--- src/rtl/nvss_pkg.sv ---
// package: timing constants, states and carrier types for the nv store/recall sequencer
package nvss_pkg;
  localparam int unsigned CLK_MHZ = 125;
  localparam int unsigned RESTORE_MS = 20;
  localparam int unsigned STORE_MS = 8;
  localparam int unsigned DELAY_NS = 25;
  localparam int unsigned RECALL_US = 600;
  localparam int unsigned SOFTSEQ_US = 500;
  localparam int unsigned SLEEP_MS = 8;
  localparam int unsigned WAKE_MS = 20;
  localparam int unsigned STANDBY_US = 100;
  localparam int unsigned CLK_NS = 1000 / CLK_MHZ;
  // shortest time rounds down, least one cycle
  localparam int unsigned RESTORE_CYC = RESTORE_MS * 1000 * CLK_MHZ;
  localparam int unsigned STORE_CYC = STORE_MS * 1000 * CLK_MHZ;
  localparam int unsigned DELAY_CYC = (DELAY_NS / CLK_NS) < 1 ? 1 : DELAY_NS / CLK_NS;
  localparam int unsigned RECALL_CYC = RECALL_US * CLK_MHZ;
  localparam int unsigned SOFTSEQ_CYC = SOFTSEQ_US * CLK_MHZ;
  localparam int unsigned SLEEP_CYC = SLEEP_MS * 1000 * CLK_MHZ;
  localparam int unsigned WAKE_CYC = WAKE_MS * 1000 * CLK_MHZ;
  localparam int unsigned STANDBY_CYC = STANDBY_US * CLK_MHZ;
  localparam int unsigned CNT_W = 22;

  typedef enum logic [3:0] {
    NVSS_RESTORE = 4'h0,
    NVSS_READY = 4'h1,
    NVSS_SEQ = 4'h2,
    NVSS_GRACE = 4'h3,
    NVSS_STORE = 4'h4,
    NVSS_RECALL = 4'h5,
    NVSS_GOSLEEP = 4'h6,
    NVSS_SLEEP = 4'h7,
    NVSS_WAKE = 4'h8,
    NVSS_POWERDN = 4'h9
  } nvss_state_t;

  typedef enum logic [2:0] {
    NVSS_OP_NONE = 3'h0,
    NVSS_OP_STORE = 3'h1,
    NVSS_OP_RECALL = 3'h2,
    NVSS_OP_SAVE_EN = 3'h3,
    NVSS_OP_SAVE_DIS = 3'h4,
    NVSS_OP_SLEEP = 3'h5,
    NVSS_OP_AUTO = 3'h6
  } nvss_op_t;

  // command strobe from the decoded serial interface
  typedef struct packed {
    logic valid;
    nvss_op_t op;
  } nvss_cmd_t;

  // status toward the serial interface
  typedef struct packed {
    logic busy;
    logic access_inhibit_flag;
    logic write_pending;
    logic power_loss_save;
    logic asleep;
    logic standby;
  } nvss_stat_t;
endpackage

--- src/rtl/nvss_seq.sv ---
// nonvolatile store/recall sequencer: power-up restore, power loss save, soft commands, sleep and standby
`timescale 1ns/1ps
module nvss_seq import nvss_pkg::*; #(
  parameter int unsigned RESTORE_CYCLES = RESTORE_CYC,
  parameter int unsigned STORE_CYCLES = STORE_CYC,
  parameter int unsigned RECALL_CYCLES = RECALL_CYC,
  parameter int unsigned SOFTSEQ_CYCLES = SOFTSEQ_CYC,
  parameter int unsigned SLEEP_CYCLES = SLEEP_CYC,
  parameter int unsigned WAKE_CYCLES = WAKE_CYC,
  parameter int unsigned STANDBY_CYCLES = STANDBY_CYC,
  parameter bit SAVE_DEFAULT = 1'b1
) (
  input wire logic sys_clk,
  input wire logic rstn,
  input wire logic clk_en,
  input wire logic supply_ok,
  input wire logic cs_n,
  input wire nvss_cmd_t cmd,
  input wire logic sram_write,
  output logic sram_enable,
  output logic store_active,
  output logic recall_active,
  output nvss_stat_t stat
);
  // every phase length must be non-zero and fit the shared counter
  if (RESTORE_CYCLES < 1 || STORE_CYCLES < 1 || RECALL_CYCLES < 1 || SOFTSEQ_CYCLES < 1 ||
      SLEEP_CYCLES < 1 || WAKE_CYCLES < 1 || STANDBY_CYCLES < 1 ||
      RESTORE_CYCLES >= (1 << CNT_W) || STORE_CYCLES >= (1 << CNT_W) || RECALL_CYCLES >= (1 << CNT_W) ||
      SOFTSEQ_CYCLES >= (1 << CNT_W) || SLEEP_CYCLES >= (1 << CNT_W) || WAKE_CYCLES >= (1 << CNT_W) ||
      STANDBY_CYCLES >= (1 << CNT_W)) begin : g_cycle_range
    $error("nvss_seq: cycle counts out of range");
  end

  localparam logic [CNT_W-1:0] RESTORE_LAST = CNT_W'(RESTORE_CYCLES - 1);
  localparam logic [CNT_W-1:0] STORE_LAST = CNT_W'(STORE_CYCLES - 1);
  localparam logic [CNT_W-1:0] RECALL_LAST = CNT_W'(RECALL_CYCLES - 1);
  localparam logic [CNT_W-1:0] SOFTSEQ_LAST = CNT_W'(SOFTSEQ_CYCLES - 1);
  localparam logic [CNT_W-1:0] SLEEP_LAST = CNT_W'(SLEEP_CYCLES - 1);
  localparam logic [CNT_W-1:0] WAKE_LAST = CNT_W'(WAKE_CYCLES - 1);
  localparam logic [CNT_W-1:0] STANDBY_LAST = CNT_W'(STANDBY_CYCLES - 1);
  localparam logic [CNT_W-1:0] DELAY_LAST = CNT_W'(DELAY_CYC - 1);

  // ----------------------------------------------------------------
  // pin synchronisers
  // ----------------------------------------------------------------
  logic supply_meta_reg, supply_reg;
  logic cs_meta_reg, cs_reg;

  always_ff @(posedge sys_clk or negedge rstn) begin
    if (!rstn) begin
      supply_meta_reg <= 1'b0;
      supply_reg <= 1'b0;
      cs_meta_reg <= 1'b1;
      cs_reg <= 1'b1;
    end else if (clk_en) begin
      supply_meta_reg <= supply_ok;
      supply_reg <= supply_meta_reg;
      cs_meta_reg <= cs_n;
      cs_reg <= cs_meta_reg;
    end
  end

  // ----------------------------------------------------------------
  // sequencer
  // ----------------------------------------------------------------
  nvss_state_t state_reg, state_next;
  logic [CNT_W-1:0] cnt_reg;
  nvss_op_t op_reg;
  logic pending_reg;
  logic save_en_reg;
  logic done_nv;
  logic cnt_last;
  logic [CNT_W-1:0] last_val;

  always_comb begin
    unique case (state_reg)
      NVSS_RESTORE: last_val = RESTORE_LAST;
      NVSS_SEQ: last_val = SOFTSEQ_LAST;
      NVSS_GRACE: last_val = DELAY_LAST;
      NVSS_STORE: last_val = STORE_LAST;
      NVSS_RECALL: last_val = RECALL_LAST;
      NVSS_GOSLEEP: last_val = SLEEP_LAST;
      NVSS_WAKE: last_val = WAKE_LAST;
      default: last_val = '0;
    endcase
  end
  assign cnt_last = (cnt_reg == last_val);

  always_comb begin
    state_next = state_reg;
    unique case (state_reg)
      NVSS_RESTORE: if (cnt_last) state_next = NVSS_READY;
      NVSS_READY: begin
        if (!supply_reg) begin
          if (save_en_reg && pending_reg) state_next = NVSS_GRACE;
          else state_next = NVSS_POWERDN;
        end else if (cmd.valid && cmd.op != NVSS_OP_NONE && cmd.op != NVSS_OP_AUTO) begin
          state_next = NVSS_SEQ;
        end
      end
      NVSS_SEQ: if (cnt_last) state_next = NVSS_GRACE;
      NVSS_GRACE: begin
        if (cnt_last) begin
          unique case (op_reg)
            NVSS_OP_STORE, NVSS_OP_AUTO: state_next = NVSS_STORE;
            NVSS_OP_RECALL: state_next = NVSS_RECALL;
            NVSS_OP_SLEEP: state_next = pending_reg ? NVSS_STORE : NVSS_GOSLEEP;
            default: state_next = NVSS_READY;
          endcase
        end
      end
      NVSS_STORE: begin
        if (cnt_last) begin
          if (op_reg == NVSS_OP_AUTO) state_next = NVSS_POWERDN;
          else if (op_reg == NVSS_OP_SLEEP) state_next = NVSS_GOSLEEP;
          else state_next = NVSS_READY;
        end
      end
      NVSS_RECALL: if (cnt_last) state_next = NVSS_READY;
      NVSS_GOSLEEP: if (cnt_last) state_next = NVSS_SLEEP;
      NVSS_SLEEP: if (!cs_reg) state_next = NVSS_WAKE;
      NVSS_WAKE: if (cnt_last) state_next = NVSS_READY;
      NVSS_POWERDN: if (supply_reg) state_next = NVSS_RESTORE;
      default: state_next = NVSS_RESTORE;
    endcase
    // supply loss cuts any activity except the power loss save (grace and store of NVSS_OP_AUTO) short
    if (!supply_reg && state_reg != NVSS_READY && state_reg != NVSS_POWERDN &&
        !(op_reg == NVSS_OP_AUTO && (state_reg == NVSS_GRACE || state_reg == NVSS_STORE))) begin
      state_next = NVSS_POWERDN;
    end
  end

  always_ff @(posedge sys_clk or negedge rstn) begin
    if (!rstn) begin
      state_reg <= NVSS_POWERDN;
      cnt_reg <= '0;
    end else if (clk_en) begin
      state_reg <= state_next;
      cnt_reg <= (state_next != state_reg) ? '0 : cnt_reg + 1'b1;
    end
  end

  always_ff @(posedge sys_clk or negedge rstn) begin
    if (!rstn) begin
      op_reg <= NVSS_OP_NONE;
    end else if (clk_en && state_reg == NVSS_READY) begin
      if (!supply_reg) op_reg <= NVSS_OP_AUTO;
      else if (cmd.valid) op_reg <= cmd.op;
    end
  end

  always_ff @(posedge sys_clk or negedge rstn) begin
    if (!rstn) begin
      save_en_reg <= SAVE_DEFAULT;
    end else if (clk_en && state_reg == NVSS_GRACE && cnt_last) begin
      if (op_reg == NVSS_OP_SAVE_EN) save_en_reg <= 1'b1;
      else if (op_reg == NVSS_OP_SAVE_DIS) save_en_reg <= 1'b0;
    end
  end

  // ----------------------------------------------------------------
  // pending write, access and busy
  // ----------------------------------------------------------------
  assign done_nv = cnt_last && (state_reg == NVSS_STORE || state_reg == NVSS_RECALL || state_reg == NVSS_RESTORE);

  // write wins over a completing cycle
  always_ff @(posedge sys_clk or negedge rstn) begin
    if (!rstn) begin
      pending_reg <= 1'b0;
    end else if (clk_en) begin
      if (sram_write && sram_enable) pending_reg <= 1'b1;
      else if (done_nv) pending_reg <= 1'b0;
    end
  end

  logic [CNT_W-1:0] sb_cnt_reg;
  logic standby_reg;

  always_ff @(posedge sys_clk or negedge rstn) begin
    if (!rstn) begin
      sb_cnt_reg <= '0;
      standby_reg <= 1'b0;
    end else if (clk_en) begin
      if (!cs_reg) begin
        sb_cnt_reg <= '0;
        standby_reg <= 1'b0;
      end else if (sb_cnt_reg == STANDBY_LAST) begin
        standby_reg <= 1'b1;
      end else begin
        sb_cnt_reg <= sb_cnt_reg + 1'b1;
      end
    end
  end

  logic inhibit;
  assign inhibit = !supply_reg || !(state_reg == NVSS_READY || state_reg == NVSS_SEQ ||
                                    state_reg == NVSS_GRACE);
  // grace window keeps access open so a write in flight lands
  assign sram_enable = !inhibit || (state_reg == NVSS_GRACE && op_reg == NVSS_OP_AUTO);

  always_ff @(posedge sys_clk or negedge rstn) begin
    if (!rstn) begin
      store_active <= 1'b0;
      recall_active <= 1'b0;
      stat <= '0;
    end else if (clk_en) begin
      store_active <= (state_next == NVSS_STORE);
      recall_active <= (state_next == NVSS_RECALL || state_next == NVSS_RESTORE);
      stat.busy <= !(state_next == NVSS_READY || state_next == NVSS_SLEEP ||
                     state_next == NVSS_POWERDN);
      stat.access_inhibit_flag <= (state_next != NVSS_READY);
      stat.write_pending <= pending_reg;
      stat.power_loss_save <= save_en_reg;
      stat.asleep <= (state_next == NVSS_SLEEP);
      stat.standby <= standby_reg;
    end
  end

  // ----------------------------------------------------------------
  // checks
  // ----------------------------------------------------------------
  restore_bound_a: assert property (@(posedge sys_clk) disable iff (!rstn)
    (state_reg == NVSS_RESTORE && clk_en) |-> cnt_reg <= RESTORE_LAST)
    else $error("restore too long");
  save_trigger_a: assert property (@(posedge sys_clk) disable iff (!rstn)
    (clk_en && state_reg == NVSS_READY && !supply_reg && save_en_reg && pending_reg) |=> state_reg == NVSS_GRACE)
    else $error("power loss save not started");
  save_skip_a: assert property (@(posedge sys_clk) disable iff (!rstn)
    (clk_en && state_reg == NVSS_READY && !supply_reg && !pending_reg) |=> state_reg == NVSS_POWERDN)
    else $error("save not skipped");
  grace_open_a: assert property (@(posedge sys_clk) disable iff (!rstn)
    (state_reg == NVSS_GRACE && supply_reg) |-> sram_enable)
    else $error("access closed in grace");
  inhibit_store_a: assert property (@(posedge sys_clk) disable iff (!rstn)
    (state_reg == NVSS_STORE || state_reg == NVSS_RECALL) |-> !sram_enable)
    else $error("access during nv cycle");
  store_bound_a: assert property (@(posedge sys_clk) disable iff (!rstn)
    (state_reg == NVSS_STORE) |-> cnt_reg <= STORE_LAST)
    else $error("store too long");
  softseq_bound_a: assert property (@(posedge sys_clk) disable iff (!rstn)
    (state_reg == NVSS_SEQ) |-> cnt_reg <= SOFTSEQ_LAST)
    else $error("soft sequence too long");
  pending_clear_a: assert property (@(posedge sys_clk) disable iff (!rstn)
    (clk_en && done_nv && !sram_write) |=> !pending_reg)
    else $error("pending not cleared");
  busy_flag_a: assert property (@(posedge sys_clk) disable iff (!rstn)
    (clk_en && state_reg == NVSS_STORE && !cnt_last) |=> stat.busy)
    else $error("busy missing during store");
  standby_set_a: assert property (@(posedge sys_clk) disable iff (!rstn)
    (clk_en && cs_reg && sb_cnt_reg == STANDBY_LAST) |=> standby_reg)
    else $error("standby not reached");
  recall_bound_a: assert property (@(posedge sys_clk) disable iff (!rstn)
    (state_reg == NVSS_RECALL) |-> cnt_reg <= RECALL_LAST)
    else $error("recall too long");
  grace_bound_a: assert property (@(posedge sys_clk) disable iff (!rstn)
    (state_reg == NVSS_GRACE) |-> cnt_reg <= DELAY_LAST)
    else $error("grace too long");
  sleep_bound_a: assert property (@(posedge sys_clk) disable iff (!rstn)
    (state_reg == NVSS_GOSLEEP) |-> cnt_reg <= SLEEP_LAST)
    else $error("sleep entry too long");
  wake_bound_a: assert property (@(posedge sys_clk) disable iff (!rstn)
    (state_reg == NVSS_WAKE) |-> cnt_reg <= WAKE_LAST)
    else $error("wake too long");
  low_supply_a: assert property (@(posedge sys_clk) disable iff (!rstn)
    (!supply_reg && !(state_reg == NVSS_GRACE && op_reg == NVSS_OP_AUTO)) |-> !sram_enable)
    else $error("access while supply low");
  restore_block_a: assert property (@(posedge sys_clk) disable iff (!rstn)
    (state_reg == NVSS_RESTORE) |-> !sram_enable)
    else $error("access during restore");
  save_store_a: assert property (@(posedge sys_clk) disable iff (!rstn)
    (clk_en && state_reg == NVSS_GRACE && cnt_last && op_reg == NVSS_OP_AUTO) |=> state_reg == NVSS_STORE)
    else $error("power loss store not entered");
  store_flag_a: assert property (@(posedge sys_clk) disable iff (!rstn)
    (clk_en && state_next == NVSS_STORE) |=> store_active)
    else $error("store flag missing");
  cmd_busy_a: assert property (@(posedge sys_clk) disable iff (!rstn)
    (clk_en && state_reg == NVSS_READY && supply_reg && cmd.valid &&
     cmd.op != NVSS_OP_NONE && cmd.op != NVSS_OP_AUTO) |=> stat.busy)
    else $error("busy missing after command");
  idle_busy_a: assert property (@(posedge sys_clk) disable iff (!rstn)
    (clk_en && state_next == NVSS_READY) |=> !stat.busy)
    else $error("busy stuck when ready");
  pending_set_a: assert property (@(posedge sys_clk) disable iff (!rstn)
    (clk_en && sram_write && sram_enable) |=> pending_reg)
    else $error("pending not set");
  asleep_flag_a: assert property (@(posedge sys_clk) disable iff (!rstn)
    (clk_en && state_next == NVSS_SLEEP) |=> stat.asleep)
    else $error("asleep flag missing");
  wake_start_a: assert property (@(posedge sys_clk) disable iff (!rstn)
    (clk_en && state_reg == NVSS_SLEEP && supply_reg && !cs_reg) |=> state_reg == NVSS_WAKE)
    else $error("wake not started");
  standby_clear_a: assert property (@(posedge sys_clk) disable iff (!rstn)
    (clk_en && !cs_reg) |=> !standby_reg)
    else $error("standby not cleared");
  freeze_hold_a: assert property (@(posedge sys_clk) disable iff (!rstn)
    (!clk_en) |=> ($stable(state_reg) && $stable(cnt_reg)))
    else $error("state moved while frozen");
endmodule // nvss_seq
--- config.mk ---
export PLATFORM = sky130hd
export DESIGN_NAME = nvss_seq
export DESIGN_NICKNAME = d
export VERILOG_FILES = /design/src/rtl/nvss_pkg.sv /design/src/rtl/nvss_seq.sv
export SDC_FILE = /design/constraint.sdc
export NUM_CORES = 1
export LEC_CHECK = 0
export BUFFER_PORTS_ARGS = -buffer_cell sky130_fd_sc_hd__buf_2
export CAP_MARGIN = 20
export CORE_UTILIZATION = 27
export CTS_CLUSTER_DIAMETER = 60
export DETAILED_ROUTE_END_ITERATION = 12
export GPL_TIMING_DRIVEN = 0
export PLACE_DENSITY = 0.37
export SLEW_MARGIN = 40
export SYNTH_ARGS = -nofsm -noshare
export SYNTH_HDL_FRONTEND = slang
export SYNTH_SLANG_ARGS = --single-unit
--- constraint.sdc ---
create_clock -name sys_clk -period 4.6 [get_ports sys_clk]
set_clock_uncertainty 0.15 [all_clocks]
set_input_delay 0.69 -clock sys_clk [delete_from_list [all_inputs] [get_ports sys_clk]]
set_output_delay 0.69 -clock sys_clk [all_outputs]
set_load 0.01 [all_outputs]
==> load_flow_metrics.sql <==
INSERT INTO impl_metrics (metric_group, metric, value, unit) VALUES
('clock_network', 'cts.sink_count', '66', ''),
('routing', 'first_iter_violations', '273', ''),
('synthesis', 'total_standard_cell_area_after_synthesis', '0.004478', 'sq mm'),
('global_routing', 'initial_antenna_violation_count', '0', ''),
('routing', 'final_antenna_net_count', '0', ''),
('timing', 'fmax', '233.5', 'MHz'),
('placed_design', 'dp_hpwl', '9.893', 'mm'),
('global_routing', 'grt_pass1_wl', '21.29', 'mm'),
('routing', 'router_iterations_before_antenna_repair', '4', ''),
('clock_network', 'htree_num_levels', '3', ''),
('synthesis', 'postSynth.asyncResetShare', '1.000', ''),
('final_layout', 'antenna-diode-count', '0', ''),
('clock_network', 'worst_setup_hold_path_clk_slew', '60', 'ps'),
('critical_path', 'setup.worst_path.class', 'reg2reg', ''),
('floorplanning', 'boundaryPins', '19', ''),
('global_routing', 'first_global_vias', '3740', ''),
('critical_path', 'r2r_setup_slack', '320', 'ps'),
('timing', 'timing.max_slew.rel_slack', '0.5645', ''),
('routing', 'route.vias.total', '3904', ''),
('routing', 'viasPerCell', '5.171', ''),
('synthesis', 'synthesis.area_per_instance', '8.885', 'sq um'),
('final_layout', 'fin_nets', '550', ''),
('timing', 'final_clock_period_utilization_by_the_worst_path', '0.9311', ''),
('final_layout', 'synthToLayoutAreaGrowth', '15.81', '%'),
('power', 'total_chip_power', '2.519', 'mW'),
('synthesis', 'postSynthCellCount', '504', ''),
('synthesis', 'synth_sequential_area_ratio', '0.3702', ''),
('final_layout', 'layout_commonest_cell', 'sky130_fd_sc_hd__nor2_1', ''),
('critical_path', 'worst_setup_path_start_kind', 'register', ''),
('timing', 'slew_of_the_pin_with_the_lowest_slew_margin', '650.4', 'ps'),
('final_layout', 'finish.utilization', '0.3230', ''),
('flow_run', 'count_of_maximum_capacitance_violations', '0', ''),
('clock_network', 'tritoncts', 'done', ''),
('timing', 'final_period_minus_worst_setup_slack', '4283', 'ps'),
('global_routing', 'grt_overflow_total', '0', ''),
('floorplanning', 'core_area', '0.01606', 'sq mm'),
('synthesis', 'synth_fp_nets', '520', ''),
('clock_network', 'ctsRootBufferMaster', 'sky130_fd_sc_hd__clkbuf_16', ''),
('timing', 'final.hold.worst_slack', '35.91', 'ps'),
('global_routing', 'track_usage', '0.1669', ''),
('critical_path', 'crit_path_max_fanout', '10', ''),
('synthesis', 'ys_dominant_reg_cell', 'sky130_fd_sc_hd__dfrtp_1', ''),
('critical_path', 'crit_required', '4650', 'ps'),
('power', 'vdd.ir_drop.worst', '196.4', 'uV'),
('timing', 'grt_setup_unrepaired', 'no', ''),
('synthesis', 'ys_warn_count', '0', ''),
('final_layout', 'layout.cells.most_common_list', 'sky130_fd_sc_hd__nor2_1, sky130_fd_sc_hd__dfrtp_1, sky130_fd_sc_hd__nand2_1', ''),
('clock_network', 'clk-insertion-delay-late', '340', 'ps'),
('timing', 'drv_slew', '0', ''),
('worst_hold_path', 'worst_hold_path_type', 'in2async', ''),
('floorplanning', 'die_height', '130.8', 'microns'),
('synthesis', 'number_of_enable_flip_flop_cells_after_synthesis', '0', ''),
('routing', 'drt_wl_total', '13.37', 'mm'),
('placed_design', 'portBuffers', '17', ''),
('placed_design', 'globalplace.congestion', '0.8011', ''),
('timing', 'finalHoldViolations', '0', ''),
('routing', 'drc', '0', ''),
('power', 'leakage', '2.090', 'nW'),
('critical_path', 'timing.critical_path.to_type', 'register', ''),
('floorplanning', 'core.rowCount', '46', ''),
('floorplanning', 'initial_utilization', '0.2789', ''),
('floorplanning', 'die_width', '130.8', 'microns'),
('routing', 'wl_per_cell', '17.71', 'microns'),
('final_layout', 'layout-drive-gt1-share', '0.1577', ''),
('clock_network', 'cts-buffers-inserted', '9', ''),
('synthesis', 'synth.lib_cells_used.distinct', '83', ''),
('timing', 'fin_tns_setup', '0', 'ps'),
('critical_path', 'worstPathArrival', '4340', 'ps'),
('synthesis', 'yosys_register_bits', '66', ''),
('global_routing', 'grt_start_max_net_pins', '51', ''),
('clock_network', 'ctsLongestPathBuffers', '2', ''),
('floorplanning', 'die_area', '0.01710', 'sq mm'),
('timing', 'setup_viol_count_final', '0', ''),
('status', 'status', 'finished, final reports clean', ''),
('power', 'power.density', '485.6', 'mW/mm^2');
[through the flow]
step	setup slack (ps)	std cells	area (sq um)
finish	317.0	755	5186
detailed placement	-10.12	739	4872
floorplan	1122	504	4478
global placement	-47.69	737	4833
CTS	171.5	755	5177
global route	4.051	755	5186
[routing by layer]
metal	track usage	wire length, microns
met5	0	0
met1	0.2260	6509
met4	0.05139	159
met3	0.03705	385
met2	0.2642	6319
[where the power goes]
part	switching, mW	internal, mW	leakage, nW
Combinational	0.667	0.408	1.08
Clock	0.277	0.422	0.139
Sequential	0.0837	0.661	0.868
Total	1.03	1.49	2.09
[area by class of cell]
cell class	count	area (sq um)
plain buffers	30	153.9
clock buffers	10	229.0
clock inverters	6	67.56
fillers	1675	10870
inverters	10	37.54
multi-input cells	398	2646
flip-flops and latches	66	1658
well taps	216	270.3
repair buffers	19	123.9
[logic make-up after synthesis]
family                     synth area share
DFF                                  0.3702
buffers and inverters               0.04275
xor gates and xnor gates            0.07823
and+or+nand+nor                      0.2693
adders and majority gates           0.01900
AOI/OAI and AO/OA                    0.1841
muxes                               0.03632
[worst max-delay path, stage by stage, from the launching register on]
cell	delay (ps)
sky130_fd_sc_hd__dfstp_2	510
sky130_fd_sc_hd__buf_2	220
sky130_fd_sc_hd__buf_2	280
sky130_fd_sc_hd__clkinv_1	310
sky130_fd_sc_hd__a31oi_1	410
sky130_fd_sc_hd__mux2i_1	360
sky130_fd_sc_hd__o2111ai_1	230
sky130_fd_sc_hd__nor4_4	440
sky130_fd_sc_hd__o211ai_1	360
sky130_fd_sc_hd__a31oi_4	380
sky130_fd_sc_hd__clkbuf_1	380
sky130_fd_sc_hd__nor2_1	110
[worst paths after layout]
path / startpoint / to / depth (start not counted)
min in group sys_clk: standby_reg / standby_reg / 2
setup / recovery: state_reg[3] / cnt_reg[19] / 11
max in group asynchronous: rstn / cs_meta_reg / 2
hold / removal: rstn / cnt_reg[13] / 1
hold reg to reg: standby_reg / standby_reg / 2
setup reg to reg: state_reg[3] / cnt_reg[19] / 11
[synthesized netlist by cell type, types with 4 or more instances]
master                      number  share of area
sky130_fd_sc_hd__nand4_1         9          0.013
sky130_fd_sc_hd__nand3b_1        4         0.0067
sky130_fd_sc_hd__a21oi_1        16          0.018
sky130_fd_sc_hd__inv_1           9         0.0075
sky130_fd_sc_hd__nor2_1         75          0.063
sky130_fd_sc_hd__ha_1            6          0.017
sky130_fd_sc_hd__nand3_1        22          0.025
sky130_fd_sc_hd__o22ai_1         6         0.0084
sky130_fd_sc_hd__xnor2_1        11          0.022
sky130_fd_sc_hd__or3_1           5         0.0070
sky130_fd_sc_hd__mux2i_1         5          0.011
sky130_fd_sc_hd__nor3b_1         4         0.0067
sky130_fd_sc_hd__and2_1          5         0.0070
sky130_fd_sc_hd__clkbuf_1       17          0.014
sky130_fd_sc_hd__xor2_1         29          0.057
sky130_fd_sc_hd__o32ai_1         4         0.0078
sky130_fd_sc_hd__nor3_1         11          0.012
sky130_fd_sc_hd__nor2b_1         5         0.0070
sky130_fd_sc_hd__and3_1          8          0.011
sky130_fd_sc_hd__o21a_1          4         0.0067
sky130_fd_sc_hd__a31oi_1         6         0.0084
sky130_fd_sc_hd__nand2b_1        5         0.0070
sky130_fd_sc_hd__a21o_1          4         0.0067
sky130_fd_sc_hd__dfrtp_1        61           0.34
sky130_fd_sc_hd__buf_2           9          0.010
sky130_fd_sc_hd__buf_6           4          0.010
sky130_fd_sc_hd__o211ai_1        8          0.013
sky130_fd_sc_hd__o2bb2ai_1       5         0.0098
sky130_fd_sc_hd__mux2_2         10          0.025
sky130_fd_sc_hd__or2_2           4         0.0056
sky130_fd_sc_hd__nand2_1        39          0.033
sky130_fd_sc_hd__nand4b_1        4         0.0078
sky130_fd_sc_hd__o21ai_0        14          0.016
sky130_fd_sc_hd__a211oi_1        4         0.0067
sky130_fd_sc_hd__dfstp_2         5          0.029
[what timing repair did]
item	4_1_cts	5_1_grt
resized for setup	1	1
setup endpoints to repair	10	10
pin swaps	0	0
hold buffers	0	0
buffers inserted	0	0
No activity file was read; power rests on OpenSTA's default activity.
